--- config.mk ---
export PLATFORM = sky130hd
export DESIGN_NAME = reset_source_controller
export DESIGN_NICKNAME = d
export VERILOG_FILES = /design/src/logic/reset_ctrl_pkg.sv /design/src/logic/uv_filter.sv /design/src/logic/soft_delay.sv /design/src/logic/reset_source_controller.sv
export SDC_FILE = /design/constraint.sdc
export NUM_CORES = 1
export LEC_CHECK = 0
export BUFFER_PORTS_ARGS = -buffer_cell sky130_fd_sc_hd__buf_4
export CELL_PAD_IN_SITES_DETAIL_PLACEMENT = 1
export CELL_PAD_IN_SITES_GLOBAL_PLACEMENT = 1
export CORE_MARGIN = 4
export CORE_UTILIZATION = 38
export DETAILED_ROUTE_END_ITERATION = 10
export PLACE_DENSITY = 0.85
export REMOVE_ABC_BUFFERS = 1
export SYNTH_ARGS = -nofsm -noshare
export SYNTH_HDL_FRONTEND = slang
export SYNTH_SLANG_ARGS = --single-unit
--- constraint.sdc ---
create_clock -name core_clk -period 2.1 [get_ports core_clk]
set_input_delay 0.21 -clock core_clk [delete_from_list [all_inputs] [get_ports core_clk]]
set_output_delay 0.21 -clock core_clk [all_outputs]
set_load 0.01 [all_outputs]
--- src/logic/reset_ctrl_pkg.sv ---
// Constants and types shared by the reset source controller
// Notes on behaviour
// - Level codes 66,55,33,99,aa pick trip levels; f0 disables detection.
// - Any other code: full reset after soft delay, code reloads 0x66.
// - Undervoltage reset only after supply stays low longer than filter time.
// - Undervoltage reset keeps the level code register contents.
// - Undervoltage flag, cause bit 2, set on that reset; cleared by writing zero.
// - Invalid code flag, cause bit 1, set while code undefined; cleared by writing zero.
// - Cause bits 7 to 4 always read zero.
// - Writing 0x55 to flash control one resets the whole device.
// - Watchdog expiry while running: full reset, expired flag set.
// - Watchdog expiry in sleep/idle: only PC and SP cleared, both flags set.
// - Power-on clears expired and powerdown flags; undervoltage reset keeps them.
// - Power-on: PC cleared, interrupts off, watchdog restarted, timers off, SP top.
// - Power-on: every port and direction register set to all ones.
// - Undervoltage detection off in sleep or idle mode.
package reset_ctrl_pkg;
  // Register byte offsets
  localparam logic [7:0] OFS_LEVEL    = 8'h00;
  localparam logic [7:0] OFS_CAUSE    = 8'h04;
  localparam logic [7:0] OFS_STATUS   = 8'h08;
  localparam logic [7:0] OFS_FLASHC1  = 8'h0c;
  localparam logic [7:0] OFS_IRQ_STAT = 8'h10;
  localparam logic [7:0] OFS_IRQ_MASK = 8'h14;
  // Level codes
  localparam logic [7:0] LVL_1V70    = 8'h66;
  localparam logic [7:0] LVL_1V90    = 8'h55;
  localparam logic [7:0] LVL_2V55    = 8'h33;
  localparam logic [7:0] LVL_3V15    = 8'h99;
  localparam logic [7:0] LVL_3V80    = 8'haa;
  localparam logic [7:0] LVL_DISABLE = 8'hf0;
  localparam logic [7:0] LEVEL_POR   = 8'h66;
  localparam logic [7:0] FLASH_RESET_KEY = 8'h55;
  // Cause register bit positions
  localparam int CAUSE_WDCODE  = 0;
  localparam int CAUSE_INVALID = 1;
  localparam int CAUSE_UV      = 2;
  localparam int CAUSE_GUARD   = 3;
  localparam logic [3:0] CAUSE_POR = 4'h0;
  // Status register bit positions
  localparam int STAT_PDF = 0;
  localparam int STAT_TO  = 1;
  // Interrupt bit positions
  localparam int IRQ_UV    = 0;
  localparam int IRQ_INVAL = 1;
  localparam int IRQ_FLASH = 2;
  localparam int IRQ_WDT   = 3;
  // Timing
  localparam int CLK_PERIOD_NS   = 40;
  localparam int UV_FILTER_NS    = 120000;
  localparam int SOFT_DELAY_NS   = 48000;
  localparam int UV_FILTER_CYC   = (UV_FILTER_NS + CLK_PERIOD_NS - 1) / CLK_PERIOD_NS;
  localparam int SOFT_DELAY_CYC  = (SOFT_DELAY_NS + CLK_PERIOD_NS - 1) / CLK_PERIOD_NS;

  typedef enum logic [2:0] {
    TRIP_1V70 = 3'h0,
    TRIP_1V90 = 3'h1,
    TRIP_2V55 = 3'h2,
    TRIP_3V15 = 3'h3,
    TRIP_3V80 = 3'h4,
    TRIP_NONE = 3'h7
  } trip_level_t;

  typedef struct packed {
    logic pcClear;
    logic intDisable;
    logic wdtRestart;
    logic timerOff;
    logic spTop;
    logic portsInput;
  } reset_actions_t;

  localparam reset_actions_t ACTS_FULL = '{1'b1, 1'b1, 1'b1, 1'b1, 1'b1, 1'b1};
  localparam reset_actions_t ACTS_PCSP = '{1'b1, 1'b0, 1'b0, 1'b0, 1'b1, 1'b0};
  localparam reset_actions_t ACTS_NONE = '{1'b0, 1'b0, 1'b0, 1'b0, 1'b0, 1'b0};
endpackage

--- src/logic/uv_filter.sv ---
// Undervoltage glitch filter: trips only on a dip longer than the filter time
`timescale 1ns/100ps
module uv_filter #(
  parameter int FILTER_CYCLES = 3000
) (
  // Clock and reset
  input  wire logic core_clk,
  input  wire logic reset_n,
  // Detector
  input  wire logic enable,
  input  wire logic supplyLow,
  output logic      trip
);
  if (FILTER_CYCLES < 1) begin : g_chk
    $error("FILTER_CYCLES must be at least 1");
  end

  logic [31:0] lowCnt_q;

  // Trip once low has lasted strictly longer than the filter count
  assign trip = enable && supplyLow && (lowCnt_q == 32'(FILTER_CYCLES));

  always_ff @(posedge core_clk or negedge reset_n) begin
    if (!reset_n) begin
      lowCnt_q <= 32'h0;
    end else if (!enable || !supplyLow || trip) begin
      lowCnt_q <= 32'h0;
    end else begin
      lowCnt_q <= lowCnt_q + 32'h1;
    end
  end
endmodule

--- src/logic/soft_delay.sv ---
// Soft reset delay: pulses after arm has stood for the full delay
`timescale 1ns/100ps
module soft_delay #(
  parameter int DELAY_CYCLES = 1200
) (
  // Clock and reset
  input  wire logic core_clk,
  input  wire logic reset_n,
  // Delay
  input  wire logic arm,
  output logic      done
);
  if (DELAY_CYCLES < 1) begin : g_chk
    $error("DELAY_CYCLES must be at least 1");
  end

  logic [31:0] cnt_q;

  assign done = arm && (cnt_q == 32'(DELAY_CYCLES - 1));

  always_ff @(posedge core_clk or negedge reset_n) begin
    if (!reset_n) begin
      cnt_q <= 32'h0;
    end else if (!arm || done) begin
      cnt_q <= 32'h0;
    end else begin
      cnt_q <= cnt_q + 32'h1;
    end
  end
endmodule

--- src/logic/reset_source_controller.sv ---
// Reset source controller: level select, cause flags, merged reset
`timescale 1ns/100ps
module reset_source_controller
  import reset_ctrl_pkg::*;
#(
  parameter int FILTER_CYCLES = UV_FILTER_CYC,
  parameter int DELAY_CYCLES  = SOFT_DELAY_CYC
) (
  // Clock and reset
  input  wire logic       core_clk,
  input  wire logic       reset_n,
  // APB slave
  input  wire logic       psel,
  input  wire logic       penable,
  input  wire logic       pwrite,
  input  wire logic [7:0] paddr,
  input  wire logic [31:0] pwdata,
  output logic [31:0]     prdata,
  output logic            pready,
  output logic            pslverr,
  // Reset sources
  input  wire logic       supplyLow,
  input  wire logic       lowPowerMode,
  input  wire logic       wdtTimeout,
  input  wire logic       guardRegReset,
  input  wire logic       wdtCodeReset,
  // Reset outputs
  output trip_level_t     tripLevel,
  output logic            fullReset,
  output logic            pcSpReset,
  output reset_actions_t  resetActs,
  output logic            irq
);
  // Both counters need at least one cycle to count
  if (FILTER_CYCLES < 1 || DELAY_CYCLES < 1) begin : g_chk
    $error("Filter and delay counts must be at least 1");
  end

  logic [7:0]     level_q;
  logic [3:0]     cause_q;
  logic           expired_q;
  logic           powerdown_q;
  logic [3:0]     irqStat_q;
  logic [3:0]     irqMask_q;
  logic           fullReset_q;
  logic           pcSpReset_q;
  reset_actions_t acts_q;
  logic [31:0]    badAge_q;
  logic [31:0]    lowAge_q;
  logic           levelValid;
  logic           levelDisable;
  logic           levelBad;
  logic           uvTrip;
  logic           badDone;
  logic           wrAcc;
  logic           flashHit;
  logic           wdtRun;
  logic           wdtSleep;
  logic           anyFull;
  logic [3:0]     irqEvents;
  logic           mapped;

  // Code decode
  always_comb begin
    levelValid   = 1'b1;
    levelDisable = 1'b0;
    tripLevel    = TRIP_NONE;
    case (level_q)
      LVL_1V70:    tripLevel = TRIP_1V70;
      LVL_1V90:    tripLevel = TRIP_1V90;
      LVL_2V55:    tripLevel = TRIP_2V55;
      LVL_3V15:    tripLevel = TRIP_3V15;
      LVL_3V80:    tripLevel = TRIP_3V80;
      LVL_DISABLE: levelDisable = 1'b1;
      default:     levelValid = 1'b0;
    endcase
  end
  assign levelBad = !levelValid;

  // Detection sleeps with the core
  uv_filter #(
    .FILTER_CYCLES(FILTER_CYCLES)
  ) u_filter (
    .core_clk (core_clk),
    .reset_n  (reset_n),
    .enable   (levelValid && !levelDisable && !lowPowerMode),
    .supplyLow(supplyLow),
    .trip     (uvTrip)
  );

  soft_delay #(
    .DELAY_CYCLES(DELAY_CYCLES)
  ) u_delay (
    .core_clk(core_clk),
    .reset_n (reset_n),
    .arm     (levelBad),
    .done    (badDone)
  );

  // Writes land at the access edge; pready is tied high
  assign wrAcc    = psel && penable && pwrite;
  assign flashHit = wrAcc && (paddr == OFS_FLASHC1) && (pwdata[7:0] == FLASH_RESET_KEY);
  assign wdtRun   = wdtTimeout && !lowPowerMode;
  assign wdtSleep = wdtTimeout && lowPowerMode;
  assign anyFull  = uvTrip || badDone || flashHit || wdtRun;

  // Merged reset pulse, one cycle after its cause
  always_ff @(posedge core_clk or negedge reset_n) begin
    if (!reset_n) begin
      fullReset_q <= 1'b0;
      pcSpReset_q <= 1'b0;
    end else begin
      fullReset_q <= anyFull;
      pcSpReset_q <= wdtSleep && !anyFull;
    end
  end
  assign fullReset = fullReset_q;
  assign pcSpReset = pcSpReset_q;

  // Power-on defaults stand during reset_n and every full reset
  always_ff @(posedge core_clk or negedge reset_n) begin
    if (!reset_n) begin
      acts_q <= ACTS_FULL;
    end else if (anyFull) begin
      acts_q <= ACTS_FULL;
    end else if (wdtSleep) begin
      acts_q <= ACTS_PCSP;
    end else begin
      acts_q <= ACTS_NONE;
    end
  end
  assign resetActs = acts_q;

  // Level select register
  always_ff @(posedge core_clk or negedge reset_n) begin
    if (!reset_n) begin
      level_q <= LEVEL_POR;
    end else if (badDone || flashHit || wdtRun) begin
      level_q <= LEVEL_POR;
    end else if (uvTrip) begin
      level_q <= level_q;
    end else if (wrAcc && paddr == OFS_LEVEL) begin
      level_q <= pwdata[7:0];
    end
  end

  // Cause flags: only reset_n clears them besides software
  always_ff @(posedge core_clk or negedge reset_n) begin
    if (!reset_n) begin
      cause_q <= CAUSE_POR;
    end else begin
      if (wrAcc && paddr == OFS_CAUSE) begin
        cause_q <= cause_q & pwdata[3:0];
      end
      // Sets follow the clear, so an event beats a same-cycle clear
      if (wdtCodeReset) begin
        cause_q[CAUSE_WDCODE] <= 1'b1;
      end
      if (levelBad) begin
        cause_q[CAUSE_INVALID] <= 1'b1;
      end
      if (uvTrip) begin
        cause_q[CAUSE_UV] <= 1'b1;
      end
      if (guardRegReset) begin
        cause_q[CAUSE_GUARD] <= 1'b1;
      end
    end
  end

  // Expired and powerdown flags
  always_ff @(posedge core_clk or negedge reset_n) begin
    if (!reset_n) begin
      expired_q   <= 1'b0;
      powerdown_q <= 1'b0;
    end else if (wdtTimeout) begin
      expired_q <= 1'b1;
      if (lowPowerMode) begin
        powerdown_q <= 1'b1;
      end
    end
  end

  // Sticky interrupt status, write one to clear, set wins
  assign irqEvents = {wdtTimeout, flashHit, badDone, uvTrip};
  always_ff @(posedge core_clk or negedge reset_n) begin
    if (!reset_n) begin
      irqStat_q <= 4'h0;
    end else begin
      if (wrAcc && paddr == OFS_IRQ_STAT) begin
        irqStat_q <= (irqStat_q & ~pwdata[3:0]) | irqEvents;
      end else begin
        irqStat_q <= irqStat_q | irqEvents;
      end
    end
  end

  always_ff @(posedge core_clk or negedge reset_n) begin
    if (!reset_n) begin
      irqMask_q <= 4'h0;
    end else if (wrAcc && paddr == OFS_IRQ_MASK) begin
      irqMask_q <= pwdata[3:0];
    end
  end
  assign irq = |(irqStat_q & irqMask_q);

  // APB read mux, zero wait states
  assign pready = 1'b1;
  always_comb begin
    mapped = 1'b1;
    prdata = 32'h0;
    if (paddr == OFS_LEVEL) begin
      prdata[7:0] = level_q;
    end else if (paddr == OFS_CAUSE) begin
      prdata[3:0] = cause_q;
    end else if (paddr == OFS_STATUS) begin
      prdata[STAT_TO]  = expired_q;
      prdata[STAT_PDF] = powerdown_q;
    end else if (paddr == OFS_FLASHC1) begin
      prdata = 32'h0;
    end else if (paddr == OFS_IRQ_STAT) begin
      prdata[3:0] = irqStat_q;
    end else if (paddr == OFS_IRQ_MASK) begin
      prdata[3:0] = irqMask_q;
    end else begin
      mapped = 1'b0;
    end
  end
  assign pslverr = psel && penable && !mapped;

  // Checks
  a_level_decode: assert property (@(posedge core_clk) disable iff (!reset_n)
    (level_q == LVL_3V80) |-> (tripLevel == TRIP_3V80))
    else $error("Level code decode wrong");

  a_bad_delay: assert property (@(posedge core_clk) disable iff (!reset_n)
    levelBad |-> (badDone == (badAge_q == 32'(DELAY_CYCLES - 1))))
    else $error("Invalid code reset off its delay");

  a_bad_reload: assert property (@(posedge core_clk) disable iff (!reset_n)
    badDone |=> (level_q == LEVEL_POR) && fullReset)
    else $error("Invalid code did not reload");

  a_uv_keep: assert property (@(posedge core_clk) disable iff (!reset_n)
    uvTrip && !badDone && !flashHit && !wdtRun |=> $stable(level_q))
    else $error("Level code changed on undervoltage");

  a_uv_flag: assert property (@(posedge core_clk) disable iff (!reset_n)
    uvTrip |=> cause_q[CAUSE_UV] && fullReset)
    else $error("Undervoltage flag or reset missing");

  a_uv_short: assert property (@(posedge core_clk) disable iff (!reset_n)
    uvTrip |-> lowAge_q >= 32'(FILTER_CYCLES))
    else $error("Short dip caused reset");

  a_inval_flag: assert property (@(posedge core_clk) disable iff (!reset_n)
    levelBad |=> cause_q[CAUSE_INVALID])
    else $error("Invalid code flag not set");

  a_cause_top: assert property (@(posedge core_clk) disable iff (!reset_n)
    psel && paddr == OFS_CAUSE |-> prdata[7:4] == 4'h0)
    else $error("Unimplemented cause bits nonzero");

  a_flash_key: assert property (@(posedge core_clk) disable iff (!reset_n)
    flashHit |=> fullReset && resetActs == ACTS_FULL && level_q == LEVEL_POR)
    else $error("Flash key did not reset");

  a_wdt_run: assert property (@(posedge core_clk) disable iff (!reset_n)
    wdtRun |=> fullReset && expired_q)
    else $error("Watchdog run reset wrong");

  a_wdt_sleep: assert property (@(posedge core_clk) disable iff (!reset_n)
    wdtSleep && !anyFull |=> pcSpReset && !fullReset && expired_q && powerdown_q && resetActs == ACTS_PCSP)
    else $error("Watchdog sleep wake wrong");

  a_uv_flags: assert property (@(posedge core_clk) disable iff (!reset_n)
    uvTrip && !wdtTimeout |=> $stable(expired_q) && $stable(powerdown_q))
    else $error("Undervoltage touched status flags");

  a_sleep_off: assert property (@(posedge core_clk) disable iff (!reset_n)
    lowPowerMode && !flashHit && !wdtTimeout && !badDone |=> !fullReset)
    else $error("Reset in low power mode");

  a_bad_decode: assert property (@(posedge core_clk) disable iff (!reset_n)
    levelBad |-> tripLevel == TRIP_NONE)
    else $error("Invalid code decoded as a level");

  a_flags_survive: assert property (@(posedge core_clk) disable iff (!reset_n)
    anyFull && !(wrAcc && paddr == OFS_CAUSE) |=> (cause_q & $past(cause_q)) == $past(cause_q))
    else $error("Cause flag lost on internal reset");

  a_full_acts: assert property (@(posedge core_clk) disable iff (!reset_n)
    anyFull |=> fullReset && resetActs == ACTS_FULL)
    else $error("Full reset without power-on actions");

  a_status_hold: assert property (@(posedge core_clk) disable iff (!reset_n)
    !wdtTimeout |=> $stable(expired_q) && $stable(powerdown_q))
    else $error("Status flags moved without a watchdog expiry");

  a_level_write: assert property (@(posedge core_clk) disable iff (!reset_n)
    wrAcc && paddr == OFS_LEVEL && !anyFull |=> level_q == $past(pwdata[7:0]))
    else $error("Level code write lost");

  a_unmapped: assert property (@(posedge core_clk) disable iff (!reset_n)
    psel && penable && paddr > OFS_IRQ_MASK |-> pslverr && prdata == 32'h0)
    else $error("Unmapped access not refused");

  a_pc_only: assert property (@(posedge core_clk) disable iff (!reset_n)
    pcSpReset |-> !fullReset)
    else $error("Sleep wake overlapped a full reset");

  // Every event leaves its status bit set, even against a same-cycle clear
  for (genvar i = 0; i < 4; i++) begin : g_irq_chk
    a_irq_sticky: assert property (@(posedge core_clk) disable iff (!reset_n)
      irqEvents[i] |=> irqStat_q[i])
      else $error("Interrupt event lost");
  end

  // Reference ages for the timing checks, kept apart from the counters they watch
  always_ff @(posedge core_clk or negedge reset_n) begin
    if (!reset_n) begin
      badAge_q <= 32'h0;
    end else if (levelBad) begin
      badAge_q <= badAge_q + 32'h1;
    end else begin
      badAge_q <= 32'h0;
    end
  end

  always_ff @(posedge core_clk or negedge reset_n) begin
    if (!reset_n) begin
      lowAge_q <= 32'h0;
    end else if (supplyLow) begin
      lowAge_q <= lowAge_q + 32'h1;
    end else begin
      lowAge_q <= 32'h0;
    end
  end

  c_uv_reset: cover property (@(posedge core_clk) disable iff (!reset_n) uvTrip);
  c_bad_code: cover property (@(posedge core_clk) disable iff (!reset_n) badDone);
  c_wdt_sleep: cover property (@(posedge core_clk) disable iff (!reset_n) wdtSleep);
  c_irq: cover property (@(posedge core_clk) disable iff (!reset_n) $rose(irq));
  c_flash_reset: cover property (@(posedge core_clk) disable iff (!reset_n) flashHit);
endmodule

==> key figures, run 1 <==
Run status
  – Outcome: finished with violations
  – Failing checks: setup timing

Place
  – Port Buffers: 46
  – Placed instance count: roughly 780
  – Area after DPL: approximately 0.0058 mm²
  – DP HPWL: between 9 and 10 mm
  – Placer Congestion: between 0.8 and 0.9
  – Place WS: -0.06508 ns

STA
  – Slew headroom: about three fifths
  – Layout Skew: about 0.015 ns
  – Actual slew at the worst max-slew pin: 0.5974 ns
  – Fin crit share: 112.7%
  – Final setup viols: 48
  – Hold Vio Cnt, Final: 0
  – Setup TNS: -9.265 ns
  – Final worst path period need: 2.367 ns
  – Slew Viols, Final: 0
  – Worst setup slack after layout: -0.2666 ns
  – Fmax: 422.5 MHz
  – RSZ-0062 raised after global routing: true

Synth
  – Ys async rst share: 100.0%
  – Synth area leader: dfrtp_1
  – FF+latch count, synth: 90
  – Ys Warns: 0
  – Synth Area per Inst: about 9.4 µm²
  – Proportion of netlist area held by the largest area contributor: around two fifths
  – Main area contributors after synthesis: dfrtp_1, xnor2_1, nor2_1, buf_4, nand3_1
  – Yosys cell types: 52
  – Syn Std Cell Area: 0.005107 mm²
  – Gate Count Post-Synth: approximately 550
  – Synth Flop Type: dfrtp_1
  – Post-synthesis sequential area ratio: 44.24%
  – EDFF count, synth: 0

Finish
  – Post-route cell area: approximately 0.0066 mm²
  – P&R area growth vs syn: 29.81%
  – Post-route insts no fill: roughly 800
  – # diodes: 0
  – Most common cell after layout, fill and taps aside: dfrtp_1
  – Most frequent cells in the layout: dfrtp_1, buf_4, nor2_1
  – Share of layout cells above drive strength 1: approximately 29%
  – Layout Nets: between 600 and 700

Global route
  – First-pass GRT wire length: about 24 mm
  – Vias in the first global route: 4603
  – GRT Util Overall: between 10% and 20%
  – Largest net degree at the start of global routing: 39
  – Initial antenna violation count: 0
  – Grt total ovfl: 0

Floorplanning
  – Die Area: around 0.015 mm²
  – Die X: approximately 120 µm
  – Core area: 0.01319 mm²
  – Die Ht: about 120 µm
  – Starting Density: 38.72%
  – Num rows: 42
  – Num ports: 96

Setup path
  – Critical Path AT: approximately 2.2 ns
  – Critical Path RT: roughly 1.9 ns
  – Worst setup SP type: flip-flop
  – Critical path peak fanout: 3
  – Crit end category: output pin
  – Kind of critical path: flip-flop to output pin

Route
  – Vias/cell: around 5.5
  – Via count: approximately 4500
  – DR iter-0 viols: between 200 and 300
  – Routed Antenna Nets: 0
  – Post-Route WL: roughly 16 mm
  – TritonRoute pass-1 iters: 4
  – Residual DRC: 0
  – Drt wl/cell: around 20 µm

Clock network
  – Root Driver: clkbuf_16
  – CTS tree: yes
  – Clock sink count: 90
  – CTS clk-pin slew, worst paths: ~0.08 ns
  – Max Buffers Root-to-Sink: 2
  – Clk Latency, worst-skew pair: 0.35 ns
  – H-tree levels: 3
  – CTS Buf Count: 9

Power
  – Leak: between 2 and 3 nW
  – PD cells: ~570 mW/mm²
  – VDD IR max: 312.6 µV

Min path
  – Worst min path class: input port to flip-flop

Flow run
  – Max-Cap Viols: 0
-- power breakdown --
part           total [W]  leakage, nW  switching, W  internal (W)
clock            0.00176        0.151      0.000717       0.00104
sequential       0.00175         1.20    0.00000587       0.00174
combinational   0.000284         1.20      0.000176      0.000108
total            0.00379         2.55      0.000898       0.00289
-- path summary, 6_finish.rpt --
path | from | to | slack (ns) | cells after the start
max in group asynchronous | reset_n | resetActs[4]$_DFF_PN1_ | 1.05 | 3
worst max-delay path | level_q[5]$_DFFE_PN1P_ | tripLevel[0] | -0.27 | 6
worst max register to register | level_q[5]$_DFFE_PN1P_ | u_filter.lowCnt_q[2]$_DFF_PN0_ | -0.24 | 9
worst min register to register | u_delay.cnt_q[0]$_DFF_PN0_ | u_delay.cnt_q[0]$_DFF_PN0_ | 0.49 | 1
min in group asynchronous | reset_n | u_filter.lowCnt_q[22]$_DFF_PN0_ | 0.38 | 2
worst min-delay path | guardRegReset | cause_q[3]$_DFFE_PN0P_ | 0.04 | 2
-- per-stage QoR --
stage / total power (W) / hold slack (ns) / utilization, %
floorplan: 0.001862 / -0.08559 / -
global placement: 0.002004 / 0.2172 / 43.66
detailed placement: 0.002013 / 0.2224 / 43.66
CTS: 0.003766 / 0.04346 / 47.33
global route: 0.003906 / 0.05166 / 50.27
finish: 0.003791 / 0.04094 / 50.27
-- cell type report --
class	instances	area, µm²
flip-flops and latches	90	2260
clock inverters	7	93.84
well taps	176	220.2
clock buffers	9	225.2
inverters	14	52.55
repair buffers	91	859.6
fillers	1471	6560
multi-input cells	417	2919
-- registers in the layout (all words and copies together) (netlist names) --
register / cells
resetActs: 2
powerdown_q: 1
u_filter.lowCnt_q: 32
level_q: 8
pcSpReset: 1
u_delay.cnt_q: 32
cause_q: 4
irqMask_q: 4
irqStat_q: 4
expired_q: 1
fullReset: 1
-- cells in the mapped netlist (3+ instances only) --
cell	instances
nor4_1	26
or4bb_1	5
inv_1	14
dfrtp_1	84
nor4bb_1	4
nor2_1	84
buf_4	29
nand2_1	41
nand2b_1	6
and3_1	6
nand3_1	34
and4_1	11
xnor2_1	48
nor4b_1	3
o21ai_0	6
xor2_1	12
clkbuf_1	8
and2_1	5
or2_2	4
nor3_1	30
a211oi_1	3
mux2i_1	12
mux2_2	4
dfstp_2	6
ha_1	3
nand4_1	15
buf_2	8
-- timing repair --
| action | 4_1_cts | 5_1_grt |
|---|---|---|
| hold buffers | 1 | 0 |
| setup buffers | 2 | 4 |
| endpoints found under the setup margin | 79 | 68 |
| cloned | 2 | 4 |
| gates resized for setup | 25 | 65 |
| endpoints found under the hold margin | 34 | 0 |
| pin swaps | 3 | 29 |
-- metal layers --
| layer | global-route usage [%] | share of wire (%) | wire (µm) |
|---|---|---|---|
| met3 | 3.451 | 4.8 | 785 |
| met2 | 34.20 | 52 | 8556 |
| met5 | 0 | 0 | 0 |
| met1 | 23.78 | 40 | 6526 |
| met4 | 8.008 | 3.2 | 519 |
-- cells by family (layout without fill, tap and decap cells) --
| family | after synthesis | after routing | share of synthesized area, % |
|---|---|---|---|
| xor+xnor | 60 | 60 | 10.29 |
| compound gates | 26 | 26 | 4.655 |
| other cells | 2 | 25 | 0.1470 |
| simple gates | 287 | 287 | 29.74 |
| fa+ha+maj | 3 | 3 | 0.7350 |
| flops | 90 | 90 | 44.24 |
| buf+inv | 61 | 121 | 6.957 |
| mux | 16 | 16 | 3.234 |
-- critical path, cell delays in order, from the launching register on --
cell and delay [ns]:
dfstp_2 0.39, buf_4 0.15, or4bb_4 0.56, a2bb2o_4 0.26, a21oi_4 0.18, o21ai_2 0.11, buf_4 0.16
Power figures use the tool's default switching activity.
==> run 2, diff against run 1 <==
- CORE_UTILIZATION: 38 -> 39
- PLACE_DENSITY: 0.85 -> 0.86
- SYNTH_HIERARCHICAL: unset -> 1
==> key figures, run 2 <==
Run status
  – Outcome: finished with violations
  – Failing checks: setup timing

Global route
  – Vias in the first global route: 5243
  – First-pass GRT wire length: between 20 and 30 mm
  – Initial antenna violation count: 0
  – GRT Util Overall: a little over a fifth
  – Grt total ovfl: 0
  – Largest net degree at the start of global routing: 53

Route
  – Post-Route WL: 20.25 mm
  – TritonRoute pass-1 iters: 5
  – Vias/cell: 6.221
  – Metal-1 WL: slightly below 8 mm
  – Met2 Routed Length: 10.32 mm
  – Routed Antenna Nets: 0
  – DR iter-0 viols: 679
  – Via count: 5151
  – Residual DRC: 0
  – Met3 wire len: approximately 1.2 mm
  – DR top layer: met4
  – Drt wl/cell: between 20 and 25 µm

Setup path
  – Critical Path AT: 2.87 ns
  – Worst setup SP type: flip-flop
  – Reg2Reg Setup Slack: -0.52 ns
  – Crit end category: flip-flop
  – Critical Path RT: 2.35 ns
  – Kind of critical path: flip-flop to flip-flop
  – Critical path peak fanout: 4

Floorplanning
  – Die Ht: 125.2 µm
  – Core area: 0.01335 mm²
  – Die X: 125.2 µm
  – Num rows: 42
  – Num ports: 96
  – Starting Density: 40.15%
  – Die Area: between 0.015 and 0.02 mm²

Finish
  – Most frequent cells in the layout: buf_4, dfrtp_1, nand2_1
  – P&R area growth vs syn: 29.42%
  – Most common cell after layout, fill and taps aside: buf_4
  – Share of layout cells above drive strength 1: 33.74%
  – Layout Nets: 700
  – Post-route insts no fill: 828
  – Layout fillers: 1495
  – # diodes: 0
  – Largest regs: u_delay/cnt_q (32), u_filter/lowCnt_q (32), level_q (8)

Power
  – PD cells: 551.8 mW/mm²
  – Combinational share of power: between 7 and 8%
  – Int Pwr: 0.002912 W
  – P_sw: about 0.0009 W
  – VDD IR max: ~340 µV
  – Sequential power share: 45.8%
  – Switching Share: a little under a quarter
  – Leak: 2.883 nW
  – Clock power share: a little under half

Clock network
  – Root Driver: clkbuf_16
  – Clock sink count: 90
  – H-tree levels: 3
  – Clk Latency, worst-skew pair: 0.35 ns
  – CTS tree: yes
  – Max Buffers Root-to-Sink: 2
  – CTS clk-pin slew, worst paths: 0.07 ns
  – CTS Buf Count: 9

Place
  – Place WS: -0.4893 ns
  – Placer Congestion: between 0.8 and 0.9
  – DP HPWL: roughly 11 mm
  – Port Buffers: 46
  – Placed instance count: 793

Synth
  – Proportion of netlist area held by the largest area contributor: around two fifths
  – Synth area leader: dfrtp_1
  – Syn Std Cell Area: ~0.0054 mm²
  – Main area contributors after synthesis: dfrtp_1, buf_4, o31ai_1, a21oi_1, dfstp_2
  – Synth Area per Inst: approximately 9.7 µm²
  – FF+latch count, synth: 90
  – EDFF count, synth: 0
  – Count leader, synth: dfrtp_1
  – Yosys cell types: 65
  – Ys Warns: 6
  – Ys async rst share: 100.0%
  – Synth Flop Type: dfrtp_1
  – Commonest cells post-synth: dfrtp_1, nor2_1, a21oi_1, nand2_1, buf_4
  – Gate Count Post-Synth: between 500 and 600
  – Post-synthesis sequential area ratio: between 40% and 50%

STA
  – Fin crit share: 125.0%
  – RSZ-0062 raised after global routing: true
  – Slew Viols, Final: 0
  – Final worst path period need: around 2.6 ns
  – Layout Skew: 0.01050 ns
  – Actual slew at the worst max-slew pin: around 0.66 ns
  – Fmax: ~380 MHz
  – Slew headroom: between 50% and 60%
  – Final setup viols: around 80
  – Worst setup slack after layout: -0.5248 ns
  – Hold Vio Cnt, Final: 0

Flow run
  – Max-Cap Viols: 0

Min path
  – Worst min path class: input port to flip-flop
[run 2: changes by cell type after synthesis, moves of 13 or more]
cell | previous run | this run
nor2_1 | 84 | 39
nor3_1 | 30 | 6
a21oi_1 | 1 | 35
xnor2_1 | 48 | 9
nor4_1 | 26 | 13
o31ai_1 | 1 | 25
or4_1 | 2 | 21
[run 2: timing repair]
item                                    4_1_cts  5_1_grt
setup buffers                                 8        6
gates resized for setup                      22       55
hold buffers                                  1        0
gates cloned                                  0        7
endpoints found under the hold margin        32        0
endpoints found under the setup margin       50       81
pin swaps                                    15        8
[run 2: through the flow]
step | TNS (ns) | util, % | hold slack (ns) | instance area, µm² | total power, W
2_1_floorplan | -11.59 | - | -0.08559 | 5054 | 0.001861
4_1_cts | -7.130 | 48.89 | 0.04933 | 6526 | 0.003767
3_5_place_dp | -11.68 | 45.26 | 0.2297 | 6041 | 0.002021
3_3_place_gp | -2.078 | 45.26 | 0.2151 | 6041 | 0.002014
5_1_grt | -27.78 | 51.96 | 0.04986 | 6935 | 0.003955
6_report | -24.47 | 51.96 | 0.05342 | 6935 | 0.003827
[run 2: critical path: stages (launching register included)]
cell and delay, ns:
dfrtp_1 0.42, or2b_1 0.31, nor4_2 0.61, nand3_1 0.23
nor2_4 0.20, nor2_2 0.07, nand4b_1 0.17, buf_6 0.15
mux2i_2 0.23, nand3_1 0.15
[run 2: final cells by class]
class                           count  area, µm²  area share, %
Sequential cell                    90       2262          32.62
Tap cell                          176      220.2          3.175
Clock buffer                       11      232.7          3.356
Inverter                           10      37.54         0.5412
Clock inverter                      5      78.83          1.137
Multi-Input combinational cell    422       3082          44.43
Timing Repair Buffer              114       1022          14.74
[run 2: worst paths after layout]
path,from,end,cells after the start
max in group asynchronous,reset_n,u_delay/cnt_q[26]$_DFF_PN0_,3
min in group asynchronous,reset_n,u_filter/lowCnt_q[17]$_DFF_PN0_,2
setup / recovery,u_filter/lowCnt_q[10]$_DFF_PN0_,level_q[5]$_DFFE_PN1P_,9
hold / removal,guardRegReset,cause_q[3]$_DFFE_PN0P_,2
hold reg to reg,u_delay/cnt_q[0]$_DFF_PN0_,u_delay/cnt_q[0]$_DFF_PN0_,1
setup reg to reg,u_filter/lowCnt_q[10]$_DFF_PN0_,level_q[5]$_DFFE_PN1P_,9
[run 2: power by group through the flow]
| stage | sequential [W] | clock, W | combinational [W] |
|---|---|---|---|
| floorplan | 0.00179 | 0 | 0.0000720 |
| detailed placement | 0.00178 | 0 | 0.000237 |
| CTS | 0.00175 | 0.00177 | 0.000247 |
| finish | 0.00175 | 0.00178 | 0.000299 |
| global route | 0.00175 | 0.00188 | 0.000319 |
| global placement | 0.00178 | 0 | 0.000230 |
[run 2: metal layers]
metal | track usage (%) | vias up
li1 | - | 2193
met1 | 26.89 | 2613
met2 | 37.90 | 267
met3 | 4.989 | 78
met4 | 8.099 | 0
met5 | 0 | -
[run 2: logic make-up after synthesis]
kind of cell / share of synthesized area, %
other cells: 0.1401
simple gates: 30.14
fa+ha+maj: 0.7005
flops: 42.17
buf+inv: 8.008
compound gates: 12.21
xor+xnor: 3.923
mux: 2.708
==> run 3, diff against run 2 <==
- CORE_UTILIZATION: 39 -> 40
- PLACE_DENSITY: 0.86 -> 0.85
- SYNTH_HIERARCHICAL: 1 -> unset
- clock period: 2.1 -> 2.9 ns (I/O delays scaled with it)
==> key figures, run 3 (synthesis gave the netlist of run 1 again) <==
Run status
  – Outcome: complete, no violations

Floorplanning
  – Core area: around 0.013 mm²
  – Num ports: 96
  – Die Ht: approximately 120 µm
  – Starting Density: about two fifths
  – Num rows: between 40 and 50
  – Die X: roughly 120 µm
  – Die Area: ~0.015 mm²

Route
  – Routed Antenna Nets: 0
  – TritonRoute pass-1 iters: 4
  – Drt wl/cell: 17.37 µm
  – Post-Route WL: 13.18 mm
  – Vias/cell: roughly 5.5
  – DR iter-0 viols: around 240
  – Residual DRC: 0
  – Via count: slightly above 4000

Clock network
  – CTS clk-pin slew, worst paths: 0.07 ns
  – H-tree levels: 3
  – Cells resized by post-CTS repair: 0
  – CTS tree: yes
  – Cts-stage hold buffer count: 0
  – Max Buffers Root-to-Sink: 2
  – CTS Buf Count: 9
  – Post-CTS setup buffer count: 0
  – Root Driver: clkbuf_16
  – Clock sink count: 90
  – Clk Latency, worst-skew pair: between 0.3 and 0.4 ns

Setup path
  – Crit. Startpoint: level_q[6]$_DFFE_PN1P_
  – Kind of critical path: flip-flop to output pin
  – Critical Path RT: around 2.6 ns
  – Critical path peak fanout: 6
  – Reg2Reg Depth: 6
  – Crit end category: output pin
  – R2R Path End: u_filter.lowCnt_q[4]$_DFF_PN0_
  – Worst setup SP type: flip-flop
  – Critical Path AT: around 2.4 ns
  – Reg2Reg Setup Slack: around 0.65 ns
  – FF-to-FF Start: level_q[6]$_DFFE_PN1P_

STA
  – Fin crit share: 93.73%
  – Slew Viols, Final: 0
  – Setup TNS: 0 ns
  – Final setup viols: 0
  – RSZ-0062 raised after global routing: false
  – Actual slew at the worst max-slew pin: about 0.74 ns
  – Slew headroom: between 50 and 60%
  – Layout Skew: around 0.0092 ns
  – Hold Worst Slack: between 0.01 and 0.015 ns
  – Hold Vio Cnt, Final: 0
  – Fmax: approximately 370 MHz
  – Final worst path period need: roughly 2.7 ns

Place
  – Placer Congestion: approximately 0.8
  – DP HPWL: 9.338 mm
  – Port Buffers: 46

Global route
  – Vias in the first global route: roughly 4400
  – First-pass GRT wire length: around 22 mm
  – Initial antenna violation count: 0
  – Grt total ovfl: 0
  – GRT Util Overall: a little under a fifth
  – Largest net degree at the start of global routing: 57

Power
  – PD cells: around 470 mW/mm²
  – Int Pwr: roughly 0.0021 W
  – Leak: roughly 2.3 nW
  – P_sw: a little over 0.0006 W
  – Combinational share of power: under 10%
  – Sequential power share: 46.9%
  – Tot Pwr: 0.002703 W
  – VDD IR max: between 200 and 300 µV
  – Clock power share: 47.4%
  – Switching Share: between 20% and 30%

Finish
  – Final core occ: 46.23%
  – Share of layout cells above drive strength 1: between 10% and 20%
  – Layout Nets: 635
  – P&R area growth vs syn: 13.77%
  – # diodes: 0
  – Most frequent cells in the layout: nor2_1, dfrtp_1, buf_4
  – Layout fillers: 1464
  – Largest regs: u_delay.cnt_q (32), u_filter.lowCnt_q (32), level_q (8)

Min path
  – Worst min path class: input port to async pin

Flow run
  – Max-Cap Viols: 0
run 3: cell types whose count changed in the layout (fill, tap and decap cells not counted), moves of 12 or more:
cell and delta:
a21oi_2 -12, nor3_1 +26, a21oi_1 -22, xnor2_1 +39, nor4_1 +14, buf_4 -47
nor2_1 +61, o31ai_1 -24, or4_1 -19
run 3: routing by layer:
metal  share of wire (%)  vias to the layer above  wire (µm)  global-route usage (%)
met3                 4.4                       29        585                   3.823
met4                 2.5                        0        333                   7.507
met2                  51                       96       6744                   32.55
li1                    -                     1927          -                       -
met1                  42                     2099       5520                   22.42
met5                   0                        -          0                       0
run 3: power by group through the flow:
stage	Combinational [W]	Clock [W]	Sequential [W]
finish	0.000155	0.00128	0.00127
global route	0.000171	0.00136	0.00127
CTS	0.000157	0.00130	0.00127
detailed placement	0.000156	0	0.00129
global placement	0.000151	0	0.00129
floorplan	0.0000550	0	0.00129
run 3: worst max-delay path by stage:
stage                                        endpoint  depth (start not counted)
final                                    tripLevel[2]                          5
after CTS                                tripLevel[2]                          5
after detailed placement                    prdata[0]                          7
after global routing                     tripLevel[2]                          5
after floorplan           u_delay.cnt_q[10]$_DFF_PN0_                          5
after global placement                      prdata[1]                          7
run 3: cell type report:
| class | count | area (µm²) | area share (%) |
|---|---|---|---|
| well taps | 172 | 215.2 | 3.704 |
| flip-flops and latches | 90 | 2260 | 38.89 |
| inverters | 14 | 52.55 | 0.9044 |
| clock buffers | 10 | 239.0 | 4.113 |
| repair buffers | 50 | 375.4 | 6.460 |
| clock inverters | 6 | 90.09 | 1.550 |
| multi-input cells | 417 | 2579 | 44.38 |
run 3: worst max-delay path: stages (launching register included):
cell,delay (ns)
dfstp_2,0.58
nor4bb_1,0.60
a2bb2o_4,0.28
a21oi_4,0.20
o21ai_0,0.22
buf_4,0.20
run 3: stage by stage:
| stage | worst slack [ns] | cell area, µm² | cells |
|---|---|---|---|
| finish | 0.1819 | 5811 | 759 |
| global route | 0.07023 | 5811 | 759 |
| CTS | 0.1781 | 5811 | 759 |
| detailed placement | 0.4135 | 5482 | 743 |
| global placement | 0.5581 | 5482 | 743 |
| floorplan | 0.7381 | 4891 | 521 |
